$ cat src/rtl/oip_pkg.sv
package oip_pkg;
    // ************************************************************
    // Clock and timing
    // ************************************************************
    localparam int CLK_MHZ = 50;
    localparam int DIS_LAT_NS = 5000;
    localparam int DIS_LAT_CYC = DIS_LAT_NS * CLK_MHZ / 1000;
    localparam int TRIP_US = 1000;
    localparam int TRIP_CYC = TRIP_US * CLK_MHZ;
    localparam int NCH = 4;
    localparam int NPIN = 7;
    localparam int PW = 16;

    // ************************************************************
    // Register map (byte addresses)
    // ************************************************************
    localparam logic [7:0] ADDR_CTRL = 8'h00;
    localparam logic [7:0] ADDR_OUT_ON = 8'h04;
    localparam logic [7:0] ADDR_CMD = 8'h08;
    localparam logic [7:0] ADDR_STATUS = 8'h0c;
    localparam logic [7:0] ADDR_TYPE = 8'h10;
    localparam logic [7:0] ADDR_RATING = 8'h14;
    localparam logic [7:0] ADDR_PIN_SYNC = 8'h18;
    localparam logic [7:0] ADDR_LIMIT0 = 8'h20;
    localparam logic [7:0] ADDR_LIMIT3 = 8'h2c;

    // ************************************************************
    // Fields
    // ************************************************************
    localparam int CTRL_MODE_LSB = 0;
    localparam int CTRL_DIS_NEG = 2;
    localparam int CTRL_FLT_NEG = 3;
    localparam int CTRL_LINE_LOW = 4;
    localparam int CMD_CLEAR = 0;
    localparam int ST_OVERLOAD = 0;
    localparam int ST_PLIM_LSB = 1;
    localparam int ST_TRIP_LSB = 5;
    localparam int ST_DIS_ACTIVE = 9;
    localparam int ST_FAULT = 10;
    localparam int ST_DIS_TRUE = 11;
    localparam logic [6:0] SYNC_ALLOWED = 7'h78;

    localparam logic [1:0] MODE_OFF = 2'h0;
    localparam logic [1:0] MODE_LIVE = 2'h1;
    localparam logic [1:0] MODE_LATCH = 2'h2;

    // ************************************************************
    // Reset values and limits
    // ************************************************************
    localparam logic [PW-1:0] RATING_RST = 16'h0190;
    localparam logic [PW+1:0] LOW_LINE_SUM_MAX = 18'h00258;
    localparam logic [PW-1:0] LIMIT_RST = 16'hffff;

    typedef enum logic [2:0] {
        TRIP_IDLE = 3'h1,
        TRIP_COUNT = 3'h2,
        TRIP_OFF = 3'h4
    } oip_trip_state_type;
endpackage

$ cat src/rtl/oip_chan_limit.sv
`timescale 1ns/1ns
module oip_chan_limit
    import oip_pkg::*;
#(
    parameter int TRIP_CYCLES = TRIP_CYC
)
(
    input wire logic clk,
    input wire logic rst,
    input wire logic [PW-1:0] limit_w,
    input wire logic [PW-1:0] max_w,
    input wire logic [PW-1:0] power_w,
    input wire logic trip_type,
    input wire logic clear,
    output logic plim_flag,
    output logic tripped,
    output logic regulate
);
    typedef struct packed {
        oip_trip_state_type st;
        logic [31:0] cnt;
        logic flag;
        logic reg_on;
    } oip_cl_type;

    oip_cl_type s_r;
    oip_cl_type s_nxt;
    logic active;
    logic over;

    // ************************************************************
    // Power limit supervision
    // ************************************************************
    assign active = limit_w < max_w;
    assign over = active && (power_w > limit_w);

    always_comb
    begin
        s_nxt = s_r;
        s_nxt.reg_on = 1'b0;
        case (s_r.st)
            TRIP_IDLE:
            begin
                s_nxt.cnt = 32'h0;
                s_nxt.flag = 1'b0;
                if (over && trip_type)
                begin
                    s_nxt.st = TRIP_COUNT;
                end
                else if (over)
                begin
                    s_nxt.flag = 1'b1;
                    s_nxt.reg_on = 1'b1;
                end
            end
            TRIP_COUNT:
            begin
                // Short excursions restart the timer, only a held overload trips
                if (!over)
                begin
                    s_nxt.st = TRIP_IDLE;
                end
                else if (s_r.cnt >= 32'(TRIP_CYCLES - 2))
                begin
                    s_nxt.st = TRIP_OFF;
                    s_nxt.flag = 1'b1;
                end
                else
                begin
                    s_nxt.cnt = s_r.cnt + 32'h1;
                end
            end
            TRIP_OFF:
            begin
                if (clear && !over)
                begin
                    s_nxt.st = TRIP_IDLE;
                    s_nxt.flag = 1'b0;
                end
            end
            default:
            begin
                s_nxt.st = TRIP_IDLE;
            end
        endcase
    end

    always_ff @(posedge clk)
    begin
        if (rst)
        begin
            s_r <= '{st: TRIP_IDLE, cnt: 32'h0, flag: 1'b0, reg_on: 1'b0};
        end
        else
        begin
            s_r <= s_nxt;
        end
    end

    assign plim_flag = s_r.flag;
    assign tripped = (s_r.st == TRIP_OFF);
    assign regulate = s_r.reg_on;
endmodule

$ cat src/rtl/oip_top.sv
`timescale 1ns/1ns
// Functional notes
// - Connector pin serves as remote disable input with selectable polarity.
// - Remote disable acts on all channels within 5 microseconds.
// - Disable mode latching, live or ignored, reloaded from non-volatile store.
// - Latching: true transition disables all outputs, stays after input drops.
// - Live: outputs off while input true, back on when it goes false.
// - Ignored mode: input has no effect on outputs.
// - Chained mainframes: any internal fault disables every mainframe via fault line.
// - Live mode: one protection clear clears chained fault for whole chain.
// - Output-state sync allowed only on the four upper pins.
// - Mainframe overload turns all outputs off until protection clear.
// - Mainframe overload flag set whenever overload event occurred.
// - Module power limit active only when limit below module maximum.
// - Trip modules: limit held ~1 ms turns output off, sets flag.
// - Regulating modules: held at limit with flag, recover automatically.
// - Low line input: limit sum above 600 W refused.
// - Positive polarity means high is true, negative means low is true.
// - Fault output on channel faults, remote disable, power fail, power limit.
// - Fault output latched until cause gone and protection cleared.
module oip_top
    import oip_pkg::*;
#(
    parameter int TRIP_CYCLES = TRIP_CYC
)
(
    input wire logic clk,
    input wire logic rst,
    input wire logic psel,
    input wire logic penable,
    input wire logic pwrite,
    input wire logic [7:0] paddr,
    input wire logic [31:0] pwdata,
    output logic [31:0] prdata,
    output logic pready,
    output logic pslverr,
    input wire logic dis_pin,
    output logic fault_pin,
    input wire logic [NCH-1:0] chan_fault,
    input wire logic power_fail,
    input wire logic [NCH*PW-1:0] chan_power_w,
    input wire logic [NCH*PW-1:0] chan_max_w,
    input wire logic [PW-1:0] total_power_w,
    input wire logic [1:0] nv_mode,
    output logic nv_wr,
    output logic [1:0] nv_wr_mode,
    output logic [NCH-1:0] chan_en,
    output logic [NCH-1:0] chan_regulate,
    output logic [NPIN-1:0] sync_pins
);
    typedef struct packed {
        logic [31:0] prdata;
        logic pready;
        logic pslverr;
        logic booted;
        logic [1:0] mode;
        logic dis_neg;
        logic flt_neg;
        logic line_low;
        logic [NCH-1:0] out_on;
        logic [NCH-1:0] trip_type;
        logic [PW-1:0] rating;
        logic [NPIN-1:0] pin_sync;
        logic [NCH*PW-1:0] limit;
        logic dis_s1;
        logic dis_s2;
        logic dis_prev;
        logic dis_latch;
        logic chain_flt;
        logic prot_flt;
        logic overload;
        logic clear;
        logic nv_wr;
        logic [1:0] nv_wr_mode;
        logic fault_pin;
        logic [NCH-1:0] chan_en;
        logic [NCH-1:0] chan_reg;
    } oip_state_type;

    oip_state_type s_r;
    oip_state_type s_nxt;
    logic [NCH-1:0] plim_flag;
    logic [NCH-1:0] tripped;
    logic [NCH-1:0] regulate;

    // ************************************************************
    // Per-channel power limit
    // ************************************************************
    genvar g;
    generate
        for (g = 0; g < NCH; g++)
        begin : gen_ch
            oip_chan_limit #(
                .TRIP_CYCLES(TRIP_CYCLES)
            ) u_lim (
                .clk(clk),
                .rst(rst),
                .limit_w(s_r.limit[g*PW +: PW]),
                .max_w(chan_max_w[g*PW +: PW]),
                .power_w(chan_power_w[g*PW +: PW]),
                .trip_type(s_r.trip_type[g]),
                .clear(s_r.clear),
                .plim_flag(plim_flag[g]),
                .tripped(tripped[g]),
                .regulate(regulate[g])
            );
        end
    endgenerate

    // ************************************************************
    // Next state
    // ************************************************************
    logic dis_true;
    logic dis_rise;
    logic dis_active;
    logic prot_cause;
    logic over_total;
    logic setup;
    logic access;
    logic [31:0] rd;
    logic err;
    logic [PW+1:0] lim_sum;
    logic [1:0] lim_idx;
    logic [NPIN-1:0] nv;

    always_comb
    begin
        s_nxt = s_r;
        rd = 32'h0;
        err = 1'b0;
        lim_sum = '0;
        lim_idx = paddr[3:2];
        nv = '0;
        s_nxt.clear = 1'b0;
        s_nxt.nv_wr = 1'b0;

        // Mode comes back from non-volatile store once, after reset release
        if (!s_r.booted)
        begin
            s_nxt.booted = 1'b1;
            s_nxt.mode = (nv_mode == MODE_LIVE || nv_mode == MODE_LATCH) ? nv_mode
                : MODE_OFF;
        end

        // Two-flop synchroniser; only the second stage feeds logic
        s_nxt.dis_s1 = dis_pin;
        s_nxt.dis_s2 = s_r.dis_s1;
        dis_true = s_r.dis_s2 ^ s_r.dis_neg;
        s_nxt.dis_prev = dis_true;
        dis_rise = dis_true && !s_r.dis_prev;

        // APB: answer prepared in setup, presented in the access cycle
        setup = psel && !penable;
        access = psel && penable && s_r.pready;
        for (int i = 0; i < NCH; i++)
        begin
            if (ADDR_LIMIT0 + 8'(4 * i) != paddr)
            begin
                lim_sum = lim_sum + {2'b00, s_r.limit[i*PW +: PW]};
            end
        end
        lim_sum = lim_sum + {2'b00, pwdata[PW-1:0]};

        if (paddr == ADDR_CTRL)
        begin
            rd = {27'h0, s_r.line_low, s_r.flt_neg, s_r.dis_neg, s_r.mode};
            err = pwrite && (pwdata[1:0] == 2'h3);
        end
        else if (paddr == ADDR_OUT_ON)
        begin
            rd = {28'h0, s_r.out_on};
        end
        else if (paddr == ADDR_CMD)
        begin
            rd = 32'h0;
        end
        else if (paddr == ADDR_STATUS)
        begin
            rd = {20'h0, dis_true, s_r.fault_pin ^ s_r.flt_neg, s_r.dis_latch || s_r.chain_flt,
                tripped, plim_flag, s_r.overload};
            err = pwrite;
        end
        else if (paddr == ADDR_TYPE)
        begin
            rd = {28'h0, s_r.trip_type};
        end
        else if (paddr == ADDR_RATING)
        begin
            rd = {16'h0, s_r.rating};
        end
        else if (paddr == ADDR_PIN_SYNC)
        begin
            rd = {25'h0, s_r.pin_sync};
            err = pwrite && ((pwdata[NPIN-1:0] & ~SYNC_ALLOWED) != 7'h0);
        end
        else if (paddr >= ADDR_LIMIT0 && paddr <= ADDR_LIMIT3 && paddr[1:0] == 2'h0)
        begin
            rd = {16'h0, s_r.limit[lim_idx*PW +: PW]};
            err = pwrite && s_r.line_low && (lim_sum > LOW_LINE_SUM_MAX);
        end
        else
        begin
            err = 1'b1;
        end

        if (setup)
        begin
            s_nxt.pready = 1'b1;
            s_nxt.prdata = pwrite ? 32'h0 : rd;
            s_nxt.pslverr = err;
        end
        else
        begin
            s_nxt.pready = 1'b0;
            s_nxt.pslverr = 1'b0;
            s_nxt.prdata = 32'h0;
        end

        // Refused writes leave every register untouched
        if (access && pwrite && !s_r.pslverr)
        begin
            if (paddr == ADDR_CTRL)
            begin
                s_nxt.mode = pwdata[CTRL_MODE_LSB +: 2];
                s_nxt.dis_neg = pwdata[CTRL_DIS_NEG];
                s_nxt.flt_neg = pwdata[CTRL_FLT_NEG];
                s_nxt.line_low = pwdata[CTRL_LINE_LOW];
                s_nxt.nv_wr = 1'b1;
                s_nxt.nv_wr_mode = pwdata[CTRL_MODE_LSB +: 2];
            end
            else if (paddr == ADDR_OUT_ON)
            begin
                s_nxt.out_on = pwdata[NCH-1:0];
            end
            else if (paddr == ADDR_CMD)
            begin
                s_nxt.clear = pwdata[CMD_CLEAR];
            end
            else if (paddr == ADDR_TYPE)
            begin
                s_nxt.trip_type = pwdata[NCH-1:0];
            end
            else if (paddr == ADDR_RATING)
            begin
                s_nxt.rating = pwdata[PW-1:0];
            end
            else if (paddr == ADDR_PIN_SYNC)
            begin
                s_nxt.pin_sync = pwdata[NPIN-1:0];
            end
            else if (paddr >= ADDR_LIMIT0 && paddr <= ADDR_LIMIT3)
            begin
                s_nxt.limit[lim_idx*PW +: PW] = pwdata[PW-1:0];
            end
        end

        // ********************************************************
        // Remote disable
        // ********************************************************
        if (s_r.mode == MODE_LATCH)
        begin
            if (dis_rise)
            begin
                s_nxt.dis_latch = 1'b1;
            end
        end
        else
        begin
            // Leaving latching mode is the only way to release the latch
            s_nxt.dis_latch = 1'b0;
        end
        dis_active = s_r.dis_latch || (s_r.mode == MODE_LIVE && dis_true);

        // Chained fault is set by an edge, so a clear in live mode breaks the
        // loop through other mainframes even while their fault line holds us
        if (s_r.mode == MODE_OFF)
        begin
            s_nxt.chain_flt = 1'b0;
        end
        else if (dis_rise)
        begin
            s_nxt.chain_flt = 1'b1;
        end
        else if (s_r.clear && (s_r.mode == MODE_LIVE || !dis_true))
        begin
            s_nxt.chain_flt = 1'b0;
        end

        // ********************************************************
        // Mainframe overload and protection faults
        // ********************************************************
        over_total = total_power_w > s_r.rating;
        if (over_total)
        begin
            s_nxt.overload = 1'b1;
        end
        else if (s_r.clear)
        begin
            s_nxt.overload = 1'b0;
        end

        prot_cause = (|chan_fault) || power_fail || over_total || (|tripped);
        if (prot_cause)
        begin
            s_nxt.prot_flt = 1'b1;
        end
        else if (s_r.clear)
        begin
            s_nxt.prot_flt = 1'b0;
        end

        s_nxt.fault_pin = (s_r.prot_flt || s_r.chain_flt || s_r.overload) ^ s_r.flt_neg;

        // ********************************************************
        // Channel enables
        // ********************************************************
        for (int i = 0; i < NCH; i++)
        begin
            s_nxt.chan_en[i] = s_r.out_on[i] && !dis_active && !s_r.overload
                && !tripped[i];
        end
        s_nxt.chan_reg = regulate;
        nv = s_r.pin_sync & SYNC_ALLOWED;
        s_nxt.pin_sync = s_nxt.pin_sync & SYNC_ALLOWED;
        if (nv != s_r.pin_sync)
        begin
            s_nxt.pin_sync = nv;
        end
    end

    // ************************************************************
    // State register
    // ************************************************************
    always_ff @(posedge clk)
    begin
        if (rst)
        begin
            s_r <= '0;
            s_r.rating <= RATING_RST;
            s_r.limit <= {NCH{LIMIT_RST}};
            s_r.trip_type <= '1;
        end
        else
        begin
            s_r <= s_nxt;
        end
    end

    assign prdata = s_r.prdata;
    assign pready = s_r.pready;
    assign pslverr = s_r.pslverr;
    assign fault_pin = s_r.fault_pin;
    assign nv_wr = s_r.nv_wr;
    assign nv_wr_mode = s_r.nv_wr_mode;
    assign chan_en = s_r.chan_en;
    assign chan_regulate = s_r.chan_reg;
    assign sync_pins = s_r.pin_sync;
endmodule

$ cat config.mk
export PLATFORM = sky130hd
export DESIGN_NAME = oip_top
export DESIGN_NICKNAME = d
export VERILOG_FILES = /design/src/rtl/oip_pkg.sv /design/src/rtl/oip_chan_limit.sv /design/src/rtl/oip_top.sv
export SDC_FILE = /design/constraint.sdc
export NUM_CORES = 1
export LEC_CHECK = 0
export BUFFER_PORTS_ARGS = -buffer_cell sky130_fd_sc_hd__buf_2
export CAP_MARGIN = 10
export CORE_MARGIN = 2
export CORE_UTILIZATION = 43
export DETAILED_ROUTE_END_ITERATION = 10
export PLACE_DENSITY = 0.6
export SLEW_MARGIN = 20
export SYNTH_ARGS = -nofsm -noshare
export SYNTH_HDL_FRONTEND = slang
export SYNTH_HIERARCHICAL = 1
export SYNTH_SLANG_ARGS = --single-unit
$ cat constraint.sdc
create_clock -name clk -period 23.2 [get_ports clk]
set_clock_uncertainty 0.05 [all_clocks]
set_input_delay 2.32 -clock clk [delete_from_list [all_inputs] [get_ports clk]]
set_output_delay 2.32 -clock clk [all_outputs]
set_load 0.005 [all_outputs]
* After elaboration in Yosys (flattened, before gate mapping)
Cells that the tools add are included.
** Operators by class
- Magnitude comparators :: 16
- Muxes and demuxes :: 95
- Eq/ne operators :: 51
- Bitwise gates (word level) :: 17
- Add/subtract/negate cells :: 9
- Reductions and logical operators :: 110
- Shift operators :: 3
** Operator list (count)
- 32-bit case mux with 2 select lines :: 4
- 91-bit 2-to-1 mux :: 2
- 16-bit 2-to-1 mux :: 10
- 33-bit 2-to-1 mux :: 4
- 32-bit by 1-bit adder with 32-bit output (second input constant) :: 4
- 32-bit by 16-bit >= comparator with 1-bit output (second input constant) :: 4
- 32-bit 2-to-1 mux :: 4
- 64-bit 2-to-1 mux :: 2
- 100-bit 2-to-1 mux :: 1
- 95-bit 2-to-1 mux :: 1
- 87-bit 2-to-1 mux :: 1
- 16-bit greater-than comparator :: 5
- 18-bit by 16-bit adder with 18-bit output :: 4
- 71-bit 2-to-1 mux :: 1
- 64-bit bitwise mux :: 1
- 16-bit less-than comparator :: 4
- 16-bit by 34-bit variable shift with 64-bit output (first input constant) :: 1
- 16-bit by 34-bit variable part select with 64-bit output :: 1
- 64-bit by 7-bit variable part select with 16-bit output :: 1
- 18-bit 2-to-1 mux :: 3
- 3-bit 2-to-1 mux :: 17
- 1-bit logical AND :: 38
- 3-bit case mux with 3 select lines :: 4
- 6-bit negation with 34-bit output :: 1
- 43 further kinds :: 183
** Word-level totals
- Input port bits :: 197
- Output and inout port bits :: 53
- Register bits :: 303
- Logic and storage cells :: 347

* Logic depth before layout (Yosys ltp)
Gate-level depths: netlist (run 1).
- Word-level depth :: 20
- Depth in mapped cells :: 49
- Depth with buffers taken out :: 44

* Hierarchy
The synthesis (run 1) kept the hierarchy.
** Modules (own cells, without submodules)
- oip_top :: times used 1, area each 10455.0 µm², sequential area each 2722.6 µm², cells each 1305
- oip_chan_limit :: times used 4, area each 2383.5 µm², sequential area each 740.7 µm², cells each 294

* Worst setup path after synthesis (run 1)
Ideal clock, no wire load.
- Path type :: input -> register
- From :: input port paddr[3]
- To :: register s_r, in the netlist pslverr
- Data required time :: 23.025 ns
- Path buffers :: 5
- Setup time :: 0.125 ns
- Cell stages on the path :: 44
- Path slack :: 12.065 ns
- Arrival time :: 10.960 ns
- Cells stage by stage :: clkbuf_1 > clkbuf_1 > inv_1 > ha_1 > buf_6 > nor3b_4 > buf_4 > nand2_1 > clkbuf_1 > nand2_1 > inv_1 > ha_1 > a21oi_1 > a221oi_2 > a2111oi_0 > nor3_1 > a221o_1 > a311o_1 > [8 not listed] > a21oi_1 > nand2_1 > a21oi_1 > o21ai_0 > a21o_1 > a21oi_1 > xnor2_1 > mux2_2 > ha_1 > or2_2 > a221oi_1 > nor2_1 > a311oi_2 > nand3b_1 > o21ai_0 > xor2_1 > o32a_1 > o41a_1
** On the way
- Word-level cells in the longest chain between the ends :: 19
- Elaborated cells between the ends (all ways) :: 33
- Classes of those cells :: add/sub: 4; order compare: 3; eq/ne: 10; mux: 12; reduce/logical: 4
** RTL lines
- start, declared :: RTL line oip_top.sv:32 : input wire logic [7:0] paddr,
- 6-bit by 8-bit != test with 1-bit output :: RTL line oip_top.sv:157 : if (ADDR_LIMIT0 + 8'(4 * i) != paddr)
- 16-bit 2-to-1 mux :: RTL line oip_top.sv:157
- 18-bit by 16-bit adder with 18-bit output :: RTL line oip_top.sv:159 : lim_sum = lim_sum + {2'b00, s_r.limit[i*PW +: PW]};
- 18-bit 2-to-1 mux :: RTL line oip_top.sv:157
- 18-bit by 16-bit adder with 18-bit output :: RTL line oip_top.sv:159
- 18-bit 2-to-1 mux :: RTL line oip_top.sv:157
- 18-bit by 16-bit adder with 18-bit output :: RTL line oip_top.sv:159
- 18-bit 2-to-1 mux :: RTL line oip_top.sv:157
- [3 not listed]
- 1-bit 2-to-1 mux :: RTL line oip_top.sv:196 : else if (paddr >= ADDR_LIMIT0 && paddr <= ADDR_LIMIT3 && paddr[1:0] == 2'h0)
- 1-bit 2-to-1 mux :: RTL line oip_top.sv:191 : else if (paddr == ADDR_PIN_SYNC)
- 1-bit 2-to-1 mux :: RTL line oip_top.sv:187 : else if (paddr == ADDR_RATING)
- 1-bit 2-to-1 mux :: RTL line oip_top.sv:183 : else if (paddr == ADDR_TYPE)
- 1-bit 2-to-1 mux :: RTL line oip_top.sv:177 : else if (paddr == ADDR_STATUS)
- 1-bit 2-to-1 mux :: RTL line oip_top.sv:173 : else if (paddr == ADDR_CMD)
- 1-bit 2-to-1 mux :: RTL line oip_top.sv:169 : else if (paddr == ADDR_OUT_ON)
- 1-bit 2-to-1 mux (*) :: RTL line oip_top.sv:164 : if (paddr == ADDR_CTRL)
- end signal, assigned :: RTL line oip_top.sv:345 : s_r <= s_nxt;
- end, declared :: RTL line oip_top.sv:80 : oip_state_type s_r;
Every way passes the cells marked *; elsewhere a longest branch is shown, timed or not.
A chain may end at the register's enable or synchronous reset.

* Final worst setup path (run 1)
- From :: input port paddr[2]
- To :: register s_r, in the netlist pslverr
The elaborated chain is that of the path after synthesis.

==> qor.yml, run 1 <==
pwr:
  peakVddDrop_mv: 0.0586
  powerDensity_nw_per_um2: 50.9
  combPwrFrac_pct: 8.9
  p_sw_uw: 279
  seqPwrFrac_pct: 43.0
  power.share.clock_pct: 48.0
  leakagePower_uw: 0.00996
  swShare_pct: 24.5
  internal-power_uw: 859
layout:
  areaGrowthSynthToFinish_pct: 11.9
  drive_above_1_share_pct: 13.7
  final_common_cell: "nand2_1"
  final_cell_mix: "287 x nand2_1, 284 x dfxtp_1, 217 x ha_1"
  utilization_pct: 48.3
  fin_nets: 3030
global_route:
  grt_pass1_wl_um: 94400
  grt_antenna_before_repair: 4
  grt_max_degree: 59
  grt_pass1_vias: 17400
  track_usage_pct: 25.1
  overflow: 0
clocking:
  numCtsBuffers: 34
  clock_latency_ns: 0.55
  clkSinkCount: 284
  clockBufferDepth: 3
  cts_hold_buf: 0
  clk_pin_slew_ns: 0.06
  cts_tree: "yes"
  cts-htree-levels: 2
  post-cts-setup-buffer-count: 0
  post_cts_resized: 0
  cts-root-buf: "clkbuf_16"
placement:
  dpl.hpwl_um: 48800
  gp_congestion: 0.921
  portBuffers: 214
worst_setup_path:
  critical-path-top-delay-family: "compound AO/OA/AOI/OAI gates"
  arrival_ns: 12.66
  crit_path_end_kind: "flip-flop"
  rr_worst_depth: 38
  cp_common_cell: "ha_1"
  startpoint_type: "primary input"
  critical_path_class: "in -> reg"
  cpMaxStageDelayCell: "nor3b_4"
  r2r_end: "pslverr$_SDFF_PP0_"
  cpPeakStageDelay_ns: 0.64
  critical_path_required_ns: 23.57
  r2r_slack_ns: 14.54
  crit_fanout: 23
  crit_buf_inv: 5
sta:
  slew_headroom_pct: 26.5
  final.setup.tns_ns: 0
  hold_viol_final: 0
  final-max-slew-violation-count: 0
  rsz0062_at_grt: "false"
  setup_viol_count_final: 0
  layout_min_cycle_time_ns: 12.29
  worstMarginPinSlew_ns: 1.09
  final.period_utilization_pct: 53.0
  timing.fmax_mhz: 81.4
logic_synthesis:
  syn_area_um2: 20000
  ys.flop_type: "dfxtp_1"
  yosysTopAreaCell: "dfxtp_1"
  yosys_warnings: 6
  synthArstFlopShare_pct: 0
  synth_area_leaders: "dfxtp_1 28%, ha_1 14%, nand2_1 5.4%"
  ys_seq_area_share_pct: 28.4
  synth-edff-count: 0
  synth.distinct_cells: 84
  ys_ff_latch: 284
  avgSynthCellArea_um2: 8.06
  yosysTopAreaCellShare_pct: 28.4
  synth_cells: 2481
floorplanning:
  dieArea_um2: 48200
  core_area_um2: 46300
  initial_core_util_pct: 43.2
  boundaryPins: 250
  rows: 79
  die_x_um: 220
  die_h_um: 220
routing:
  vias_per_cell: 5.69
  drt-initial-drc-count: 1276
  postRouteAntennaNets: 0
  drcViolationCount: 0
  wl_per_cell_um: 19.1
  wl_um: 61900
  num_vias: 18500
  first_pass_iters: 5
outcome:
  status: "completed"
hold_path:
  hold_depth: 1
  holdPathEnd: "chan_regulate[0]$_SDFF_PP0_"
  holdCritPathClass: "reg -> reg"
  min-delay-start: "gen_ch[0].u_lim/regulate$_SDFF_PP0_"
run:
  drv_cap: 0
==> metal layers <==
metal	wire (µm)	vias up	track usage, %
li1	-	9060	-
met1	27400	8724	33.2
met2	27600	593	40.7
met3	4520	100	4.53
met4	2270	2	9.75
met5	13	-	0
==> how the worst max path moves through the flow <==
stage / from / depth (start not counted) / slack, ns / end
floorplan: paddr[3] / 44 / 12.07 / pslverr$_SDFF_PP0_
global placement: paddr[2] / 44 / 10.75 / pslverr$_SDFF_PP0_
detailed placement: paddr[2] / 44 / 10.54 / pslverr$_SDFF_PP0_
CTS: paddr[2] / 44 / 11.06 / pslverr$_SDFF_PP0_
global route: paddr[2] / 44 / 10.04 / pslverr$_SDFF_PP0_
finish: paddr[2] / 44 / 10.91 / pslverr$_SDFF_PP0_
==> power groups by stage <==
stage                     clock network, µW  logic, µW  registers, µW
after floorplan                           0       62.0            500
after global placement                    0       97.7            500
after detailed placement                  0        101            500
after CTS                               557        101            490
after global routing                    576        113            490
final                                   547        102            490
==> synthesized netlist by cell type (all sizes together), types with 6 or more instances <==
master   instances
nand2          287
dfxtp          284
ha             217
inv            195
nor2           187
a21oi          168
o21ai          103
and2            86
o211ai          79
buf             76
clkbuf          69
nand3           52
nor3            42
nand4           40
and3            37
nor4            37
o21a            37
xnor2           34
mux2i           32
a21o            28
or2             27
or3             23
nor2b           22
nor3b           22
a221o           21
a31oi           21
nand2b          21
a22oi           18
xor2            18
mux2            17
a211oi          16
mux4            16
nand3b          16
a2111oi         13
a221oi          10
o22ai           10
a21boi           9
and4             9
a41oi            7
o31ai            7
nor4b            6
o21bai           6
o311ai           6
==> layout make-up <==
| class | instances | area, µm² |
|---|---|---|
| clock inverter | 13 | 169 |
| inverter | 195 | 732 |
| fill | 4559 | 23900 |
| tap | 607 | 759 |
| clock buffer | 48 | 975 |
| timing repair buffer | 222 | 1130 |
| antenna | 3 | 7.51 |
| sequential | 284 | 5690 |
| multi-input combinational | 1875 | 12900 |
==> stage by stage <==
stage	total power, µW	worst slack [ns]	cells	hold slack, ns	cell area (µm²)
4_1_cts	1150	11.06	3244	0.396	22300
3_3_place_gp	598	10.75	3183	0.374	21200
6_report	1140	10.91	3247	0.390	22400
3_5_place_dp	601	10.54	3183	0.377	21200
2_1_floorplan	562	12.07	2499	0.364	20100
5_1_grt	1180	10.04	3245	0.404	22400
==> cell families (layout without fill, tap and decap cells) <==
logic type	count (synthesis)	count (layout)	share of synthesized area, %
compound gates	591	591	19.9
flops	284	284	28.4
simple gates	927	927	23.5
other cells	1	22	0.0188
mux	65	65	4.36
buf+inv	340	478	7.50
xor+xnor	52	52	2.28
fa+ha+maj	221	221	14.0
No activity file was read; power rests on OpenSTA's default activity.
==> inputs of run 2 (changes only) <==
- PLACE_DENSITY: 0.6 -> 0.62
- clock period: 23.2 -> 10.1 ns (I/O delays scaled with it)
==> run 2 against run 1 <==
  * Highest routed layer unchanged
  * Routed wire length grew 0.65%
  * Critical path depth shrank 1
  * Total power grew 130%
  * Cell area grew 0.35%
  * Worst setup slack lost 10 ns
  * Clock-buffer cell count grew 1
  * First-iteration DRC count grew 28%
  * Sequential power grew 130%
==> qor.yml, run 2 (synthesis gave the netlist of run 1 again) <==
clocking:
  numCtsBuffers: 34  # unchanged
  cts_tree: "yes"
  clkSinkCount: 284  # unchanged
  cts-htree-levels: 2  # unchanged
  clock_latency_ns: 0.55  # about the same
  post_cts_resized: 0  # unchanged
  cts_hold_buf: 0  # unchanged
  cts-root-buf: "clkbuf_16"
  post-cts-setup-buffer-count: 0  # unchanged
  clk_pin_slew_ns: 0.06  # about the same
  clockBufferDepth: 3  # unchanged
layout:
  final_cell_mix: "287 x nand2_1, 284 x dfxtp_1, 217 x ha_1"
  drive_above_1_share_pct: 13.9  # +0.27 points
  areaGrowthSynthToFinish_pct: 12.3
  fin_nets: 3038  # +0.26%
  final_common_cell: "nand2_1"
  utilization_pct: 48.5  # +0.17 points
worst_setup_path:
  cpPeakStageDelay_ns: 0.45  # -0.19 ns
  r2r_slack_ns: 1.68  # -12.86 ns
  startpoint_type: "primary input"
  cpMaxStageDelayCell: "a221oi_2"
  crit_path_end_kind: "flip-flop"
  rr_worst_depth: 38  # unchanged
  crit_fanout: 6  # -74%
  critical_path_class: "in -> reg"
  critical_path_required_ns: 10.48  # -13.09 ns
  r2r_end: "pslverr$_SDFF_PP0_"
  arrival_ns: 9.66  # -3.00 ns
floorplanning:
  rows: 79  # unchanged
  dieArea_um2: 48200  # unchanged
  core_area_um2: 46300  # unchanged
  initial_core_util_pct: 43.2  # unchanged
  die_h_um: 220  # unchanged
  die_x_um: 220  # unchanged
  boundaryPins: 250  # unchanged
pwr:
  powerDensity_nw_per_um2: 118  # +130%
  peakVddDrop_mv: 0.125  # +110%
  leakagePower_uw: 0.0100  # +0.36%
global_route:
  track_usage_pct: 25.4  # +0.27 points
  grt_pass1_wl_um: 95800  # +1.6%
  grt_pass1_vias: 17600  # +0.80%
  overflow: 0  # unchanged
  grt_max_degree: 59  # unchanged
  grt_antenna_before_repair: 2  # -2
routing:
  drt-initial-drc-count: 1629  # +28%
  num_vias: 18500  # +0.097%
  vias_per_cell: 5.69  # about the same
  postRouteAntennaNets: 0  # unchanged
  first_pass_iters: 6  # +1
  wl_um: 62300  # +0.65%
  drcViolationCount: 0  # unchanged
  wl_per_cell_um: 19.2  # +0.53%
run:
  drv_cap: 0  # unchanged
sta:
  setup_viol_count_final: 0  # unchanged
  final.setup.tns_ns: 0  # unchanged
  final-max-slew-violation-count: 0  # unchanged
  hold_viol_final: 0  # unchanged
  final.period_utilization_pct: 91.9
  slew_headroom_pct: 29.6  # +3.1 points
  worstMarginPinSlew_ns: 1.04  # -0.0526 ns
  rsz0062_at_grt: "false"
  layout_min_cycle_time_ns: 9.28
  timing.fmax_mhz: 108
outcome:
  status: "completed"
placement:
  gp_congestion: 0.940  # +2.1%
  portBuffers: 214  # unchanged
  dpl.hpwl_um: 49100  # +0.63%
hold_path:
  holdCritPathClass: "reg -> reg"
  holdPathEnd: "chan_regulate[2]$_SDFF_PP0_"
  min-delay-start: "gen_ch[2].u_lim/regulate$_SDFF_PP0_"
  hold_depth: 1  # unchanged
-- run 2: cell count changes in the layout (fill, tap and decap cells not counted) --
cell	previous run	this run
clkbuf_8	5	9
buf_4	9	17
clkbuf_1	8	5
diode_2	3	1
nor2_1	185	186
inv_6	2	1
nor2_2	2	1
o311ai_2	0	1
nor4b_4	2	1
nor4b_1	3	4
clkinvlp_4	1	4
o311ai_1	6	5
clkinv_2	5	0
-- run 2: power by group --
part,internal (µW),total (µW),switching (µW)
registers,1120,1120,2.21
logic,94.8,237,142
clock network,782,1280,500
-- run 2: how the worst max path moves through the flow --
| stage | start | to | cells past startpoint |
|---|---|---|---|
| after CTS | paddr[2] | pslverr$_SDFF_PP0_ | 43 |
| after detailed placement | paddr[2] | pslverr$_SDFF_PP0_ | 43 |
| after floorplan | paddr[3] | pslverr$_SDFF_PP0_ | 44 |
| after global placement | paddr[2] | pslverr$_SDFF_PP0_ | 43 |
| final | paddr[2] | pslverr$_SDFF_PP0_ | 43 |
| after global routing | paddr[2] | pslverr$_SDFF_PP0_ | 43 |
-- run 2: cell type report --
type	instances	area, µm²
Clock buffer	49	1020
Tap cell	607	759
Timing Repair Buffer	230	1190
Multi-Input combinational cell	1875	12900
Inverter	195	732
Clock inverter	10	158
Sequential cell	284	5690
Antenna cell	1	2.50
Fill cell	4418	23800
-- run 2: routing by layer --
layer	GRT usage [%]	up-vias	share of wire, %
li1	-	9082	-
met1	33.9	8698	45
met2	41.6	616	45
met3	3.92	99	6.3
met4	8.93	2	3.3
met5	0	-	0.011
-- run 2: critical path: cells and delay by family --
family	cells	cell delay [ns]
and+or+nand+nor	14	1.98
xor gates and xnor gates	5	0.71
AOI/OAI and AO/OA	14	3.46
muxes	1	0.30
adders and majority gates	6	1.86
buffers and inverters	3	0.32
-- run 2: stage by stage --
step | area (µm²) | instances | hold WS [ns] | setup WS (ns) | total power [µW]
2_1_floorplan | 20100 | 2499 | 0.364 | 0.275 | 1290
3_3_place_gp | 21200 | 3191 | 0.381 | 0.514 | 1380
3_5_place_dp | 21200 | 3191 | 0.381 | 0.319 | 1380
4_1_cts | 22400 | 3250 | 0.393 | 0.847 | 2670
5_1_grt | 22400 | 3250 | 0.407 | 0.0113 | 2740
6_report | 22400 | 3251 | 0.392 | 0.818 | 2640
